--- src/design/msi_pkg.sv ---
package msi_pkg;
    // ************************************************************
    // widths and counts
    // ************************************************************
    localparam int AXIS_COUNT = 4;
    localparam int DATA_WIDTH = 8;
    localparam int CTRL_WIDTH = 4;
    localparam int RELAY_COUNT = 2;
    // ************************************************************
    // timing
    // ************************************************************
    localparam int CLK_FREQ_HZ = 10000000;
    localparam int WDOG_TIMEOUT_US = 1000;
    localparam int WDOG_TIMEOUT_CYCLES = (WDOG_TIMEOUT_US * (CLK_FREQ_HZ / 1000000));
    localparam int WDOG_RESUME_EDGES = 2;
    // ************************************************************
    // register map
    // ************************************************************
    localparam int ADDR_WIDTH = 4;
    localparam logic [3:0] REG_CONFIG = 4'h0;
    localparam logic [3:0] REG_STATUS = 4'h4;
    localparam logic [3:0] REG_EVENTS = 4'h8;
    localparam logic [1:0] CONFIG_RESET = 2'h0;
    localparam int CFG_BIT_SW_GATE = 0;
    localparam int CFG_BIT_SW_FORCE = 1;
endpackage

--- src/design/msi_core.sv ---
`timescale 1ns/1ps
// Summary of operation
// Trouble input low means fault; high or floating means normal.
// Emergency-stop high means stop; an undriven input defaults to stop.
// Torque-off is active low; unconnected means not asserted.
// Stop, trouble and torque-off are ORed to drive status and gate buffers.
// Every drive alarm joins the trouble condition.
// Status line high while any interlock asserted, low otherwise.
// Step and direction outputs float while interlocked.
// Control outputs float while interlocked; pull-down gives low.
// Both relays de-energized while interlocked, regardless of host level.
// Outputs-on lamp lit only while outputs are enabled.
// Chain output floats with weak pull-down while interlocked.
// Only torque-off reduces motor current.
// Torque-off also gives the full stop response.
// Watchdog healthy while monitored line toggles, failed when toggling stops.
// Watchdog failure gates outputs only with pump-gating jumper setting; the code also gates on config bit CFG_BIT_SW_GATE.
// Watchdog state never affects the status line.
// With gating selected outputs stay disabled from power-up until toggling starts.
// Host toggles the monitored line continuously, or gating is disabled.
// External side grounds emergency-stop in normal operation.
// Watchdog fails after a parameter count of idle cycles, recovers on edges.
module msi_core #(
    parameter int AXES = msi_pkg::AXIS_COUNT,
    parameter int DATA_W = msi_pkg::DATA_WIDTH,
    parameter int CTRL_W = msi_pkg::CTRL_WIDTH,
    parameter int RELAYS = msi_pkg::RELAY_COUNT,
    parameter int WDOG_TIMEOUT = msi_pkg::WDOG_TIMEOUT_CYCLES
) (
    input wire logic ref_clk,
    input wire logic rst_n,
    input wire logic clk_en,
    input wire logic estop_in,
    input wire logic trouble_n_in,
    input wire logic torque_off_n_in,
    input wire logic [AXES-1:0] drive_alarm_in,
    input wire logic pump_line_in,
    input wire logic pump_gate_jumper,
    input wire logic [DATA_W-1:0] host_data_in,
    input wire logic [CTRL_W-1:0] host_ctrl_in,
    input wire logic [RELAYS-1:0] relay_sel_in,
    input wire logic [msi_pkg::ADDR_WIDTH-1:0] reg_addr,
    input wire logic [31:0] reg_wdata,
    input wire logic reg_wr,
    input wire logic reg_rd,
    output logic [31:0] reg_rdata,
    output logic [DATA_W-1:0] stepdir_out,
    output logic [DATA_W-1:0] stepdir_oe,
    output logic [CTRL_W-1:0] ctrl_out,
    output logic [CTRL_W-1:0] ctrl_oe,
    output logic [RELAYS-1:0] relay_drive,
    output logic outputs_on_lamp,
    output logic chain_out,
    output logic chain_oe,
    output logic host_status_out,
    output logic motor_current_low
);
    localparam int NIN = 4 + AXES;
    typedef struct packed {
        logic [1:0] cfg;
        logic [3:0] events;
        logic interlock;
        logic enable;
        logic torque_low;
        logic [DATA_W-1:0] step_data;
        logic [CTRL_W-1:0] ctrl_data;
        logic [RELAYS-1:0] relays;
        logic [31:0] rdata;
    } msi_core_s;
    msi_core_s st_q;
    msi_core_s st_d;
    logic [NIN-1:0] pins_raw;
    logic [NIN-1:0] pins_sync;
    logic [NIN-1:0] pins_safe;
    logic [DATA_W+CTRL_W+RELAYS-1:0] host_sync;
    logic estop_s;
    logic trouble_n_s;
    logic torque_off_n_s;
    logic jumper_s;
    logic [AXES-1:0] alarm_s;
    logic wdog_ok;
    logic trouble;
    logic torque_off;
    logic interlock;
    logic gate_pump;
    logic enable;
    initial begin
        if (AXES < 1 || AXES > 16 || DATA_W < 1 || CTRL_W < 1 || RELAYS < 1 || RELAYS > CTRL_W) begin
            $error("msi_core parameters out of range");
        end
    end
    // ************************************************************
    // input synchronisers; safe values hold stop state until first sample
    // ************************************************************
    assign pins_raw = {pump_gate_jumper, drive_alarm_in, torque_off_n_in, trouble_n_in, estop_in};
    assign pins_safe = {1'b1, {AXES{1'b1}}, 1'b1, 1'b0, 1'b1};
    msi_sync #(.WIDTH(NIN)) u_pin_sync (
        .ref_clk(ref_clk),
        .rst_n(rst_n),
        .clk_en(clk_en),
        .async_in(pins_raw),
        .reset_val(pins_safe),
        .sync_out(pins_sync)
    );
    msi_sync #(.WIDTH(DATA_W + CTRL_W + RELAYS)) u_host_sync (
        .ref_clk(ref_clk),
        .rst_n(rst_n),
        .clk_en(clk_en),
        .async_in({relay_sel_in, host_ctrl_in, host_data_in}),
        .reset_val('0),
        .sync_out(host_sync)
    );
    msi_wdog #(.TIMEOUT_CYCLES(WDOG_TIMEOUT)) u_wdog (
        .ref_clk(ref_clk),
        .rst_n(rst_n),
        .clk_en(clk_en),
        .pulse_in(pump_line_in),
        .healthy(wdog_ok)
    );
    assign estop_s = pins_sync[0];
    assign trouble_n_s = pins_sync[1];
    assign torque_off_n_s = pins_sync[2];
    assign alarm_s = pins_sync[3 +: AXES];
    assign jumper_s = pins_sync[NIN-1];
    // ************************************************************
    // interlock combination
    // ************************************************************
    assign trouble = !trouble_n_s || (|alarm_s);
    assign torque_off = !torque_off_n_s;
    assign interlock = estop_s || trouble || torque_off;
    assign gate_pump = (jumper_s || st_q.cfg[msi_pkg::CFG_BIT_SW_GATE]) && !wdog_ok;
    assign enable = !interlock && !gate_pump && !st_q.cfg[msi_pkg::CFG_BIT_SW_FORCE];
    // ************************************************************
    // state update and register port
    // ************************************************************
    always_comb begin
        st_d = st_q;
        if (clk_en) begin
            st_d.interlock = interlock;
            st_d.enable = enable;
            st_d.torque_low = torque_off;
            st_d.step_data = host_sync[DATA_W-1:0];
            st_d.ctrl_data = host_sync[DATA_W +: CTRL_W];
            st_d.relays = enable ? (host_sync[DATA_W+CTRL_W +: RELAYS] & host_sync[DATA_W +: RELAYS]) : '0;
            st_d.events = st_q.events;
            if (reg_wr && reg_addr == msi_pkg::REG_EVENTS) begin
                st_d.events = st_q.events & ~reg_wdata[3:0];
            end
            if (estop_s) begin
                st_d.events[0] = 1'b1;
            end
            if (trouble) begin
                st_d.events[1] = 1'b1;
            end
            if (torque_off) begin
                st_d.events[2] = 1'b1;
            end
            if (gate_pump) begin
                st_d.events[3] = 1'b1;
            end
            if (reg_wr && reg_addr == msi_pkg::REG_CONFIG) begin
                st_d.cfg = reg_wdata[1:0];
            end
            st_d.rdata = '0;
            if (reg_rd) begin
                case (reg_addr)
                    msi_pkg::REG_CONFIG: st_d.rdata = {30'h0, st_q.cfg};
                    msi_pkg::REG_STATUS: st_d.rdata = {26'h0, jumper_s, wdog_ok, torque_off, trouble, estop_s,
                        st_q.enable};
                    msi_pkg::REG_EVENTS: st_d.rdata = {28'h0, st_q.events};
                    default: st_d.rdata = '0;
                endcase
            end
        end
    end
    always_ff @(posedge ref_clk or negedge rst_n) begin
        if (!rst_n) begin
            st_q <= '0;
            st_q.interlock <= 1'b1;
            st_q.cfg <= msi_pkg::CONFIG_RESET;
        end else begin
            st_q <= st_d;
        end
    end
    // ************************************************************
    // output drivers
    // ************************************************************
    assign reg_rdata = st_q.rdata;
    assign host_status_out = st_q.interlock;
    assign stepdir_out = st_q.step_data;
    assign stepdir_oe = {DATA_W{st_q.enable}};
    assign ctrl_out = st_q.ctrl_data;
    assign ctrl_oe = {CTRL_W{st_q.enable}};
    assign relay_drive = st_q.relays;
    assign outputs_on_lamp = st_q.enable;
    assign chain_out = 1'b1;
    assign chain_oe = st_q.enable;
    assign motor_current_low = st_q.torque_low;
    // ************************************************************
    // checks
    // ************************************************************
    AST_STATUS_FOLLOWS: assert property (@(posedge ref_clk) disable iff (!rst_n)
        clk_en |=> host_status_out == $past(interlock)) else $error("status line mismatch");
    AST_STEP_FLOAT: assert property (@(posedge ref_clk) disable iff (!rst_n)
        (clk_en && interlock) |=> stepdir_oe == '0) else $error("step outputs driven in interlock");
    AST_CTRL_FLOAT: assert property (@(posedge ref_clk) disable iff (!rst_n)
        (clk_en && interlock) |=> ctrl_oe == '0) else $error("control outputs driven in interlock");
    AST_RELAY_OFF: assert property (@(posedge ref_clk) disable iff (!rst_n)
        (clk_en && interlock) |=> relay_drive == '0) else $error("relay energized in interlock");
    AST_LAMP: assert property (@(posedge ref_clk) disable iff (!rst_n)
        outputs_on_lamp == stepdir_oe[0] && outputs_on_lamp == chain_oe) else $error("lamp mismatch");
    AST_CHAIN: assert property (@(posedge ref_clk) disable iff (!rst_n)
        (clk_en && trouble) |=> !chain_oe) else $error("chain driven during trouble");
    AST_CURRENT: assert property (@(posedge ref_clk) disable iff (!rst_n)
        (clk_en && estop_s && torque_off_n_s) |=> !motor_current_low) else $error("current cut by stop");
    AST_TORQUE_STOP: assert property (@(posedge ref_clk) disable iff (!rst_n)
        (clk_en && torque_off) |=> (motor_current_low && !stepdir_oe[0] && host_status_out))
        else $error("torque-off without full stop");
    AST_PUMP_GATE: assert property (@(posedge ref_clk) disable iff (!rst_n)
        (clk_en && jumper_s && !wdog_ok) |=> !outputs_on_lamp) else $error("pump failure not gating");
    AST_PUMP_STATUS: assert property (@(posedge ref_clk) disable iff (!rst_n)
        (clk_en && !wdog_ok && !interlock) |=> !host_status_out) else $error("watchdog on status line");
    AST_ALARM: assert property (@(posedge ref_clk) disable iff (!rst_n)
        (clk_en && (|alarm_s)) |=> host_status_out) else $error("drive alarm ignored");
endmodule // msi_core

--- src/design/msi_sync.sv ---
`timescale 1ns/1ps
module msi_sync #(
    parameter int WIDTH = 1
) (
    input wire logic ref_clk,
    input wire logic rst_n,
    input wire logic clk_en,
    input wire logic [WIDTH-1:0] async_in,
    input wire logic [WIDTH-1:0] reset_val,
    output logic [WIDTH-1:0] sync_out
);
    typedef struct packed {
        logic [WIDTH-1:0] meta;
        logic [WIDTH-1:0] stable;
        logic filled;
        logic primed;
    } msi_sync_s;
    msi_sync_s st_q;
    msi_sync_s st_d;
    initial begin
        if (WIDTH < 1) begin
            $error("msi_sync width must be positive");
        end
    end
    // ************************************************************
    // two-stage synchroniser; output held at safe value until primed
    // ************************************************************
    always_comb begin
        st_d = st_q;
        if (clk_en) begin
            st_d.meta = async_in;
            st_d.stable = st_q.meta;
            st_d.filled = 1'b1;
            st_d.primed = st_q.filled;
        end
    end
    always_ff @(posedge ref_clk or negedge rst_n) begin
        if (!rst_n) begin
            st_q <= '0;
        end else begin
            st_q <= st_d;
        end
    end
    assign sync_out = st_q.primed ? st_q.stable : reset_val;
endmodule // msi_sync

--- src/design/msi_wdog.sv ---
`timescale 1ns/1ps
module msi_wdog #(
    parameter int TIMEOUT_CYCLES = msi_pkg::WDOG_TIMEOUT_CYCLES
) (
    input wire logic ref_clk,
    input wire logic rst_n,
    input wire logic clk_en,
    input wire logic pulse_in,
    output logic healthy
);
    localparam int CW = $clog2(TIMEOUT_CYCLES + 1);
    typedef struct packed {
        logic meta;
        logic sync;
        logic last;
        logic [CW-1:0] idle_cnt;
        logic [1:0] edge_cnt;
        logic ok;
    } msi_wdog_s;
    msi_wdog_s st_q;
    msi_wdog_s st_d;
    initial begin
        if (TIMEOUT_CYCLES < 2) begin
            $error("watchdog timeout must be at least two cycles");
        end
    end
    // ************************************************************
    // edge watch: failure after timeout with no edge, healthy after edges resume
    // ************************************************************
    always_comb begin
        st_d = st_q;
        if (clk_en) begin
            st_d.meta = pulse_in;
            st_d.sync = st_q.meta;
            st_d.last = st_q.sync;
            if (st_q.sync != st_q.last) begin
                st_d.idle_cnt = '0;
                if (!st_q.ok) begin
                    if (st_q.edge_cnt == 2'(msi_pkg::WDOG_RESUME_EDGES - 1)) begin
                        st_d.ok = 1'b1;
                        st_d.edge_cnt = '0;
                    end else begin
                        st_d.edge_cnt = st_q.edge_cnt + 2'h1;
                    end
                end
            end else if (st_q.idle_cnt == CW'(TIMEOUT_CYCLES - 1)) begin
                st_d.ok = 1'b0;
                st_d.edge_cnt = '0;
            end else begin
                st_d.idle_cnt = st_q.idle_cnt + CW'(1);
            end
        end
    end
    always_ff @(posedge ref_clk or negedge rst_n) begin
        if (!rst_n) begin
            st_q <= '0;
        end else begin
            st_q <= st_d;
        end
    end
    assign healthy = st_q.ok;
    AST_WDOG_TIMEOUT: assert property (@(posedge ref_clk) disable iff (!rst_n)
        (clk_en && st_q.ok && st_q.idle_cnt == CW'(TIMEOUT_CYCLES - 1) && st_q.sync == st_q.last)
        |=> !healthy) else $error("watchdog missed timeout");
endmodule // msi_wdog
--- config.mk ---
export PLATFORM = sky130hd
export DESIGN_NAME = msi_core
export DESIGN_NICKNAME = d
export VERILOG_FILES = /design/src/design/msi_pkg.sv /design/src/design/msi_core.sv /design/src/design/msi_sync.sv /design/src/design/msi_wdog.sv
export SDC_FILE = /design/constraint.sdc
export NUM_CORES = 1
export LEC_CHECK = 0
export ABC_AREA = 1
export BUFFER_PORTS_ARGS = -buffer_cell sky130_fd_sc_hd__buf_2
export CORE_ASPECT_RATIO = 1.1
export CORE_UTILIZATION = 56
export DETAILED_ROUTE_END_ITERATION = 16
export PLACE_DENSITY = 0.85
export SYNTH_ARGS = -nofsm -noshare
export SYNTH_HDL_FRONTEND = slang
export SYNTH_SLANG_ARGS = --single-unit
--- constraint.sdc ---
create_clock -name ref_clk -period 4 [get_ports ref_clk]
set_input_delay 0.8 -clock ref_clk [delete_from_list [all_inputs] [get_ports ref_clk]]
set_output_delay 0.8 -clock ref_clk [all_outputs]
set_load 0.005 [all_outputs]
==> impl_metrics.ini, run 1 <==
[worst_setup_path]
crit_required_ps = 4230
critical-path-max-stage-delay_ps = 600
rr_startpoint = u_wdog.st_q[17]
crit_top_cell = o21ai_0
crit_path_cell_trace = buf_2, buf_4, nand3_1, o21ai_0, o21ai_0
cp_data_arrival_time_ps = 2160
slowest_stage = buf_4
path_max_fanout = 78
start_kind = input pin
critPathKind = in2reg
worstSetupStartpoint = clk_en
end_kind = flop

[pwr]
clock_power_share = 0.314
p_sw_frac = 0.275
irDropWorstVdd_v = 0.000259
p_per_area_mw_per_mm2 = 409
switching_power_mw = 0.547
intPower_mw = 1.45
pwr-share-comb = 0.129
leakage_nw = 2.58
seqPwrFrac = 0.557
power_mw = 1.99

[detailed_routing]
wl_per_cell_microns = 11.6
firstDrtPassIters = 4
wirelength_microns = 8220
post-route-drc-count = 0
antenna_left = 0
viasPerCell = 4.98
vias = 3527
drt_iter0_drc = 288

[finish]
n_antenna_cell = 0
finalNonFillerCells = 708
final_util = 0.615
final_cell_mix = 198 x nand2_1, 94 x dfrtp_1, 70 x buf_2
syn_to_final_growth_pct = 5.96
final_common_cell = nand2_1
nFillCells = 697
num-nets-final = 661
drive_gt1_frac = 0.162
fin_area_sq_mm = 0.00487

[clock_tree]
h-tree-depth = 3
clockBufferDepth = 2
clkSlewWorstSetupHoldPaths_ps = 90
clock-sinks = 95
clkLatencyLatePin_ps = 360
root_buffer = clkbuf_8
cts_tree = yes
cts_inserted_buffers = 9
cts_resized = 0
post-cts-setup-buffers = 0
postCtsHoldBufs = 0

[die]
die_y_microns = 97.0
num_io_pins = 127
core.rowCount = 34
die_x_microns = 88.4
die_area_sq_mm = 0.00857
core-area_sq_mm = 0.00791
start_util = 0.581

[placement]
dp_cells = 693
postPlaceCellArea_sq_mm = 0.00467
hpwlAfterDp_microns = 5710
gp_congestion = 0.835
preCtsSetupSlack_ps = 1690
port_buffers = 71

[synthesis]
syn_area_sq_mm = 0.00460
ys.warnings.count = 0
syn_avg_cell_area_sq_um = 8.15
synthCells = 564
ys_ff_latch = 95
ys_seq_area_frac = 0.518
yosysUniqueCellTypes = 24

[global_route]
antenna_found_initial = 0
grt_pass1_wl_microns = 14000
grt_pass1_vias = 3223
grt_util_met3 = 0.0597
grt_max_degree = 79
grt_use_met1 = 0.276
grt_usage = 0.211
grt_overflow = 0
busiest_layer = met2
grtUsageMet2 = 0.333

[timing]
hold_viol = 0
report.final.slew_viol_count = 0
fin_crit_sh = 0.483
slew_headroom = 0.422
setup_viol = 0
fin_tns_setup_ps = 0
rsz0062_at_grt = no
period_needed_ps = 1930
final.setup.worst_slack_ps = 2070
worst_pin_slew_ps = 863
fmax_mhz = 518
fin_hold_ws_ps = 285
clock-skew-final_ps = 8.04

[flow_run]
cap_violations = 0

[status]
status = completed

[min_path]
hp-class = in2async
## worst max-delay path: cells and delay by family
kind            cells  cell delay [ps]
compound gates      2              300
simple gates        1              240
buf+inv             2              800
## area by class of cell
type / instances / area (sq um) / share of cell area
flip-flops and latches: 95 / 2380 / 0.488
inverters: 42 / 158 / 0.0324
multi-input cells: 373 / 1610 / 0.331
well taps: 108 / 135 / 0.0277
clock buffers: 11 / 141 / 0.0290
repair buffers: 75 / 388 / 0.0797
clock inverters: 4 / 55.1 / 0.0113
## logic make-up (layout without fill, tap and decap cells)
| kind of cell | count (synthesis) | in the layout | share of synthesized area |
|---|---|---|---|
| AOI/OAI and AO/OA | 69 | 69 | 0.0762 |
| DFF | 95 | 95 | 0.518 |
| xor gates and xnor gates | 3 | 3 | 0.00735 |
| other | 2 | 27 | 0.00163 |
| and+or+nand+nor | 273 | 273 | 0.243 |
| adders and majority gates | 1 | 1 | 0.00272 |
| buffers and inverters | 121 | 132 | 0.152 |
## state kept, by name, indices dropped and copies added (netlist names)
register,count
u_wdog.healthy,1
host_status_out,1
st_q,6
ctrl_out,4
reg_rdata,6
relay_drive,2
u_wdog.st_q,19
chain_oe,1
stepdir_out,8
u_pin_sync.st_q,16
u_host_sync.st_q,30
motor_current_low,1
## path summary, 6_finish.rpt
check / end / slack, ps / cells past startpoint
max in group asynchronous: u_pin_sync.st_q[9] / 2850 / 2
setup reg to reg: u_wdog.st_q[14] / 2200 / 4
setup / recovery: st_q[51] / 2070 / 5
hold / removal: u_host_sync.st_q[18] / 290 / 1
hold reg to reg: u_host_sync.st_q[27] / 480 / 2
min in group ref_clk: u_host_sync.st_q[27] / 480 / 2
## power by group through the flow
stage	logic (mW)	clock network, mW	registers (mW)
detailed placement	0.258	0	1.12
floorplan	0.209	0	1.11
CTS	0.260	0.642	1.11
finish	0.257	0.626	1.11
global placement	0.243	0	1.12
global route	0.299	0.682	1.12
## routing by layer
metal / up-vias / share of wire
met5: - / 0
li1: 1751 / -
met3: 8 / 0.048
met4: 0 / 0.012
met2: 87 / 0.49
met1: 1681 / 0.45
## cells in the mapped netlist, drive strengths merged
cell type	instances	area share
buf	66	0.11
o21ai	67	0.073
dfstp	1	0.0057
nand3	37	0.041
nand4	7	0.0095
a21o	2	0.0033
dfrtp	94	0.51
conb	2	0.0016
nor2	23	0.019
nor3	4	0.0044
xor2	2	0.0038
clkbuf	13	0.011
inv	42	0.034
xnor2	1	0.0035
or2	3	0.0041
ha	1	0.0027
nand2	199	0.16
Power figures use the tool's default switching activity.
==> run 2, diff against run 1 <==
Settings changed: ABC_AREA 1 to 0, CORE_UTILIZATION 56 to 47, PLACE_DENSITY 0.85 to 0.76.
Clock period 4 ns to 1.6 ns, I/O delays scaled along.
==> run 2 against run 1 <==
Effect of this change:
- flip-flop and latch count unchanged
- global-route usage decreased by 3.2 points
- synthesized cell count is 30% lower
- setup slack got worse by 2000 ps
- wire length shrank 0.62%
- highest routed layer unchanged
- non-clock buffer count rose by 17
- total power rose to 2.9 times the previous value
- register-to-register slack worse by 2100 ps
- sequential share of layout area fell by 1.8 points
==> impl_metrics.ini, run 2 <==
[timing]
rsz0062_at_grt = yes
period_needed_ps = 1530
report.final.slew_viol_count = 0
fmax_mhz = 655
setup_viol = 0
fin_tns_setup_ps = 0
clock-skew-final_ps = 10.0
fin_crit_sh = 0.955
hold_viol = 0
final.setup.worst_slack_ps = 72.4

[synthesis]
yosys-top-cells-area = dfrtp_1 52%, mux2_2 12%, buf_4 10%
synth.most_common_cell = dfrtp_1
synth_commonest_cells = 94 x dfrtp_1, 62 x buf_4, 49 x mux2_2
ys_ff_latch = 95
synthCells = 396
synth_edf_count = 0
ys.warnings.count = 0
yosysUniqueCellTypes = 59
yosys.area.top_type = dfrtp_1
syn_avg_cell_area_sq_um = 11.5
syn_area_sq_mm = 0.00457
yosysTopAreaCellShare = 0.515
ys.flop_type = dfrtp_1
synthArstFlopShare = 1.00
ys_seq_area_frac = 0.521

[finish]
largest_reg_flops = 30
n_antenna_cell = 0
drive_gt1_frac = 0.376
fin_area_sq_mm = 0.00506
largest_registers = u_host_sync.st_q x30, u_wdog.st_q x19, u_pin_sync.st_q x16
syn_to_final_growth_pct = 10.8
top_register = u_host_sync.st_q
num-nets-final = 510
final_common_cell = dfrtp_1
final_cell_mix = 94 x dfrtp_1, 69 x buf_2, 49 x mux2_2
final_util = 0.538

[die]
die_area_sq_mm = 0.0101
die_y_microns = 105
num_io_pins = 127
core-area_sq_mm = 0.00940
core.rowCount = 37
die_x_microns = 96.0
start_util = 0.486

[clock_tree]
clkSlewWorstSetupHoldPaths_ps = 90
cts_tree = yes
root_buffer = clkbuf_8
clkLatencyLatePin_ps = 360
clockBufferDepth = 2
cts_inserted_buffers = 9
h-tree-depth = 3
clock-sinks = 95

[flow_run]
cap_violations = 0

[worst_setup_path]
critPathKind = reg2reg
r2r_end = u_wdog.st_q[4]
path_max_fanout = 7
end_kind = flop
slowest_stage = dfrtp_1
cp_data_arrival_time_ps = 1780
crit_path_cell_trace = nor4b_4, nand4_4, nor2b_4, a221o_1
reg2regPathDepth = 4
crit_required_ps = 1850
critical-path-max-stage-delay_ps = 430
start_kind = flop
r2r_slack_ps = 70
rr_startpoint = u_wdog.st_q[7]

[status]
status = completed

[pwr]
irDropWorstVdd_v = 0.000794
p_per_area_mw_per_mm2 = 1140
power_mw = 5.75
leakage_nw = 2.39

[placement]
gp_congestion = 0.836
preCtsSetupSlack_ps = 44.7
port_buffers = 71
postPlaceCellArea_sq_mm = 0.00477
hpwlAfterDp_microns = 5700

[global_route]
grt_max_degree = 57
grt_pass1_vias = 2925
grt_pass1_wl_microns = 13900
antenna_found_initial = 0
grt_overflow = 0
grt_usage = 0.179

[detailed_routing]
viasPerCell = 5.19
post-route-drc-count = 0
wl_per_cell_microns = 14.4
antenna_left = 0
drt_iter0_drc = 164
firstDrtPassIters = 4
vias = 2941
wirelength_microns = 8170

[min_path]
hp-class = in2reg
min-delay-start = pump_gate_jumper
min_to = u_pin_sync.st_q[17]
whs_path_depth = 2
-- run 2: cell count changes after synthesis, moves of 11 or more --
cell / before / now
inv_1: 42 / 17
nand2_1: 198 / 12
nor2_1: 22 / 11
a21oi_1: 0 / 11
o21ai_0: 54 / 19
nand3_1: 36 / 21
mux2_2: 0 / 49
-- run 2: kinds of logic after synthesis --
group / share of synthesized area
fa+ha+maj: 0.00274
flops: 0.521
simple gates: 0.104
xor+xnor: 0.00384
other cells: 0.00164
mux: 0.125
compound gates: 0.107
buf+inv: 0.135
-- run 2: how the worst max path moves through the flow --
stage | start | to | cells after the start
finish | u_wdog.st_q[7] | u_wdog.st_q[4] | 4
global route | u_pin_sync.st_q[5] | relay_drive[0] | 4
CTS | u_wdog.st_q[4] | u_wdog.st_q[4] | 5
detailed placement | u_wdog.st_q[4] | u_wdog.st_q[4] | 5
global placement | u_wdog.st_q[4] | u_wdog.st_q[4] | 5
floorplan | u_wdog.st_q[7] | u_wdog.st_q[4] | 4
-- run 2: cell type report --
| cell class | count | area, sq um |
|---|---|---|
| fillers | 803 | 4340 |
| flip-flops and latches | 95 | 2380 |
| multi-input cells | 229 | 1680 |
| repair buffers | 92 | 546 |
| well taps | 117 | 146 |
| clock buffers | 10 | 138 |
| clock inverters | 6 | 108 |
| inverters | 18 | 67.6 |
-- run 2: timing repair --
action / in CTS / in global routing
buffers inserted: 0 / 3
hold buffers: 1 / 0
endpoints found under the hold margin: 22 / 0
gates resized for setup: 0 / 2
setup endpoints to repair: 0 / 3
-- run 2: worst max-delay path, delay by kind of cell (launching register included) --
family          cells  cell delay (ps)
compound gates      1              280
flops               1              430
simple gates        3              710
-- run 2: power breakdown --
part           internal, mW  switching (mW)  leakage, nW
Clock                  1.07           0.813        0.122
Sequential             2.69           0.221         1.15
Combinational         0.491           0.462         1.11
-- run 2: layer usage --
| layer | up-vias | part of all wire | GRT usage | wire length [microns] |
|---|---|---|---|---|
| li1 | 1407 | - | - | - |
| met1 | 1440 | 0.43 | 0.229 | 3500 |
| met2 | 81 | 0.50 | 0.281 | 4110 |
| met4 | 0 | 0.024 | 0.0970 | 195 |
| met3 | 13 | 0.044 | 0.0361 | 361 |
| met5 | - | 0 | 0 | 0 |
-- run 2: stage by stage --
step / instances / hold WS (ps)
after detailed placement: 547 / 240
final: 567 / 190
after global placement: 547 / 239
after global routing: 567 / 175
after CTS: 564 / 170
after floorplan: 421 / 24.4
==> run 3, diff against run 2 <==
Settings changed: CELL_PAD_IN_SITES_DETAIL_PLACEMENT from default to 0, CELL_PAD_IN_SITES_GLOBAL_PLACEMENT from default to 1, CORE_UTILIZATION 47 to 37, PLACE_DENSITY 0.76 to default, PLACE_DENSITY_LB_ADDON from default to 0.1.
==> run 3 against run 2 <==
Effect of this change:
- clock power is 33% higher
- clock skew is 3.8 ps lower
- critical endpoint is now relay_drive[0]
- critical path type unchanged
- count of clock-buffer cells in the layout stayed put
- highest routed layer unchanged
- maximum frequency is 0.54% lower
- global-route usage is 3.6 points lower
- sequential power hardly changed
- largest power group unchanged
==> impl_metrics.ini, run 3 (synthesized netlist as in run 2, its figures left out) <==
[pwr]
p_per_area_mw_per_mm2 = 1210
power_mw = 6.33
irDropWorstVdd_v = 0.000459
leakage_nw = 2.44

[finish]
largest_registers = u_host_sync.st_q x30, u_wdog.st_q x19, u_pin_sync.st_q x16
syn_to_final_growth_pct = 14.7
regArea_sq_mm = 0.00238
nFillCells = 1168
multi_input_area_sq_mm = 0.00168
largest_reg_flops = 30
final_cell_mix = 93 x dfrtp_1, 69 x buf_2, 49 x mux2_2
final_common_cell = dfrtp_1
top_register = u_host_sync.st_q
drive_gt1_frac = 0.376
num-nets-final = 509
n_antenna_cell = 0

[clock_tree]
cts_tree = yes
root_buffer = clkbuf_16
clkLatencyLatePin_ps = 340
clock-sinks = 95
h-tree-depth = 3
clkSlewWorstSetupHoldPaths_ps = 70
cts_inserted_buffers = 9
clockBufferDepth = 2

[die]
num_io_pins = 127
die_area_sq_mm = 0.0128
start_util = 0.379
die_y_microns = 119
die_x_microns = 108
core-area_sq_mm = 0.0120
core.rowCount = 42

[timing]
clock-skew-final_ps = 6.17
period_needed_ps = 1540
hold_viol = 0
report.final.slew_viol_count = 0
rsz0062_at_grt = yes
fin_hold_ws_ps = 207
fmax_mhz = 651
setup_viol = 0
fin_crit_sh = 0.960

[min_path]
min-delay-start = host_data_in[6]
hp-class = in2reg

[global_route]
grt_pass1_wl_microns = 14000
grt_pass1_vias = 2700
grt_overflow = 0
grt_usage = 0.143
antenna_found_initial = 0
grt_max_degree = 54

[detailed_routing]
wl_per_cell_microns = 13.9
viasPerCell = 4.85
firstDrtPassIters = 4
post-route-drc-count = 0
drt_iter0_drc = 133
antenna_left = 0
vias = 2925
wirelength_microns = 8400

[worst_setup_path]
worstSetupStartpoint = u_pin_sync.st_q[5]
end_kind = flop
path_max_fanout = 3
critPathKind = reg2reg
rr_startpoint = u_pin_sync.st_q[5]
start_kind = flop
crit_required_ps = 1860
cp_data_arrival_time_ps = 1800

[placement]
gp_congestion = 0.772
hpwlAfterDp_microns = 5760
port_buffers = 71

[flow_run]
cap_violations = 0

[status]
status = completed
[run 3: cell type report]
| class | instances | share of cell area |
|---|---|---|
| sequential | 95 | 0.455 |
| multi-input combinational | 229 | 0.320 |
| timing repair buffer | 91 | 0.108 |
| clock buffer | 10 | 0.0457 |
| tap | 154 | 0.0368 |
| clock inverter | 6 | 0.0222 |
| inverter | 18 | 0.0129 |
[run 3: timing repair]
action / 4_1_cts / 5_1_grt
buffers inserted: 0 / 1
hold buffers: 1 / 0
gates resized for setup: 0 / 3
endpoints found under the setup margin: 0 / 4
endpoints found under the hold margin: 11 / 0
[run 3: stage by stage]
step	utilization	setup slack [ps]	TNS (ps)	cell area, sq um	instances
finish	0.435	64.2	0	5240	603
detailed placement	0.403	31.2	0	4850	585
floorplan	-	145	0	4660	421
global route	0.435	-50.0	-151	5240	603
global placement	0.403	53.6	0	4850	585
CTS	0.433	14.5	0	5220	602
[run 3: worst max-delay path: stages, from the launching register on]
cell	delay, ps
dfrtp_1	410
nor4_4	320
nand4_1	160
or3_4	420
o2bb2ai_2	140
[run 3: final timing paths]
kind | to | slack, ps | cells after the start
worst min-delay path | u_host_sync.st_q[22] | 210 | 2
min in group asynchronous | u_wdog.st_q[11] | 370 | 2
worst max register to register | relay_drive[0] | 60 | 4
worst min register to register | u_host_sync.st_q[1] | 470 | 1
worst max-delay path | relay_drive[0] | 60 | 4
max in group asynchronous | host_status_out | 630 | 3
[run 3: power breakdown]
group	total, mW	internal [mW]	leakage (nW)	switching (mW)
clock	2.51	1.58	0.173	0.927
sequential	2.90	2.69	1.15	0.209
combinational	0.921	0.471	1.11	0.450
[run 3: metal layers]
| layer | routed length (microns) | vias up | GRT usage |
|---|---|---|---|
| met5 | 0 | - | 0 |
| met4 | 146 | 0 | 0.0668 |
| met3 | 314 | 9 | 0.0298 |
| met2 | 3960 | 48 | 0.208 |
| met1 | 3980 | 1458 | 0.202 |
| li1 | - | 1410 | - |
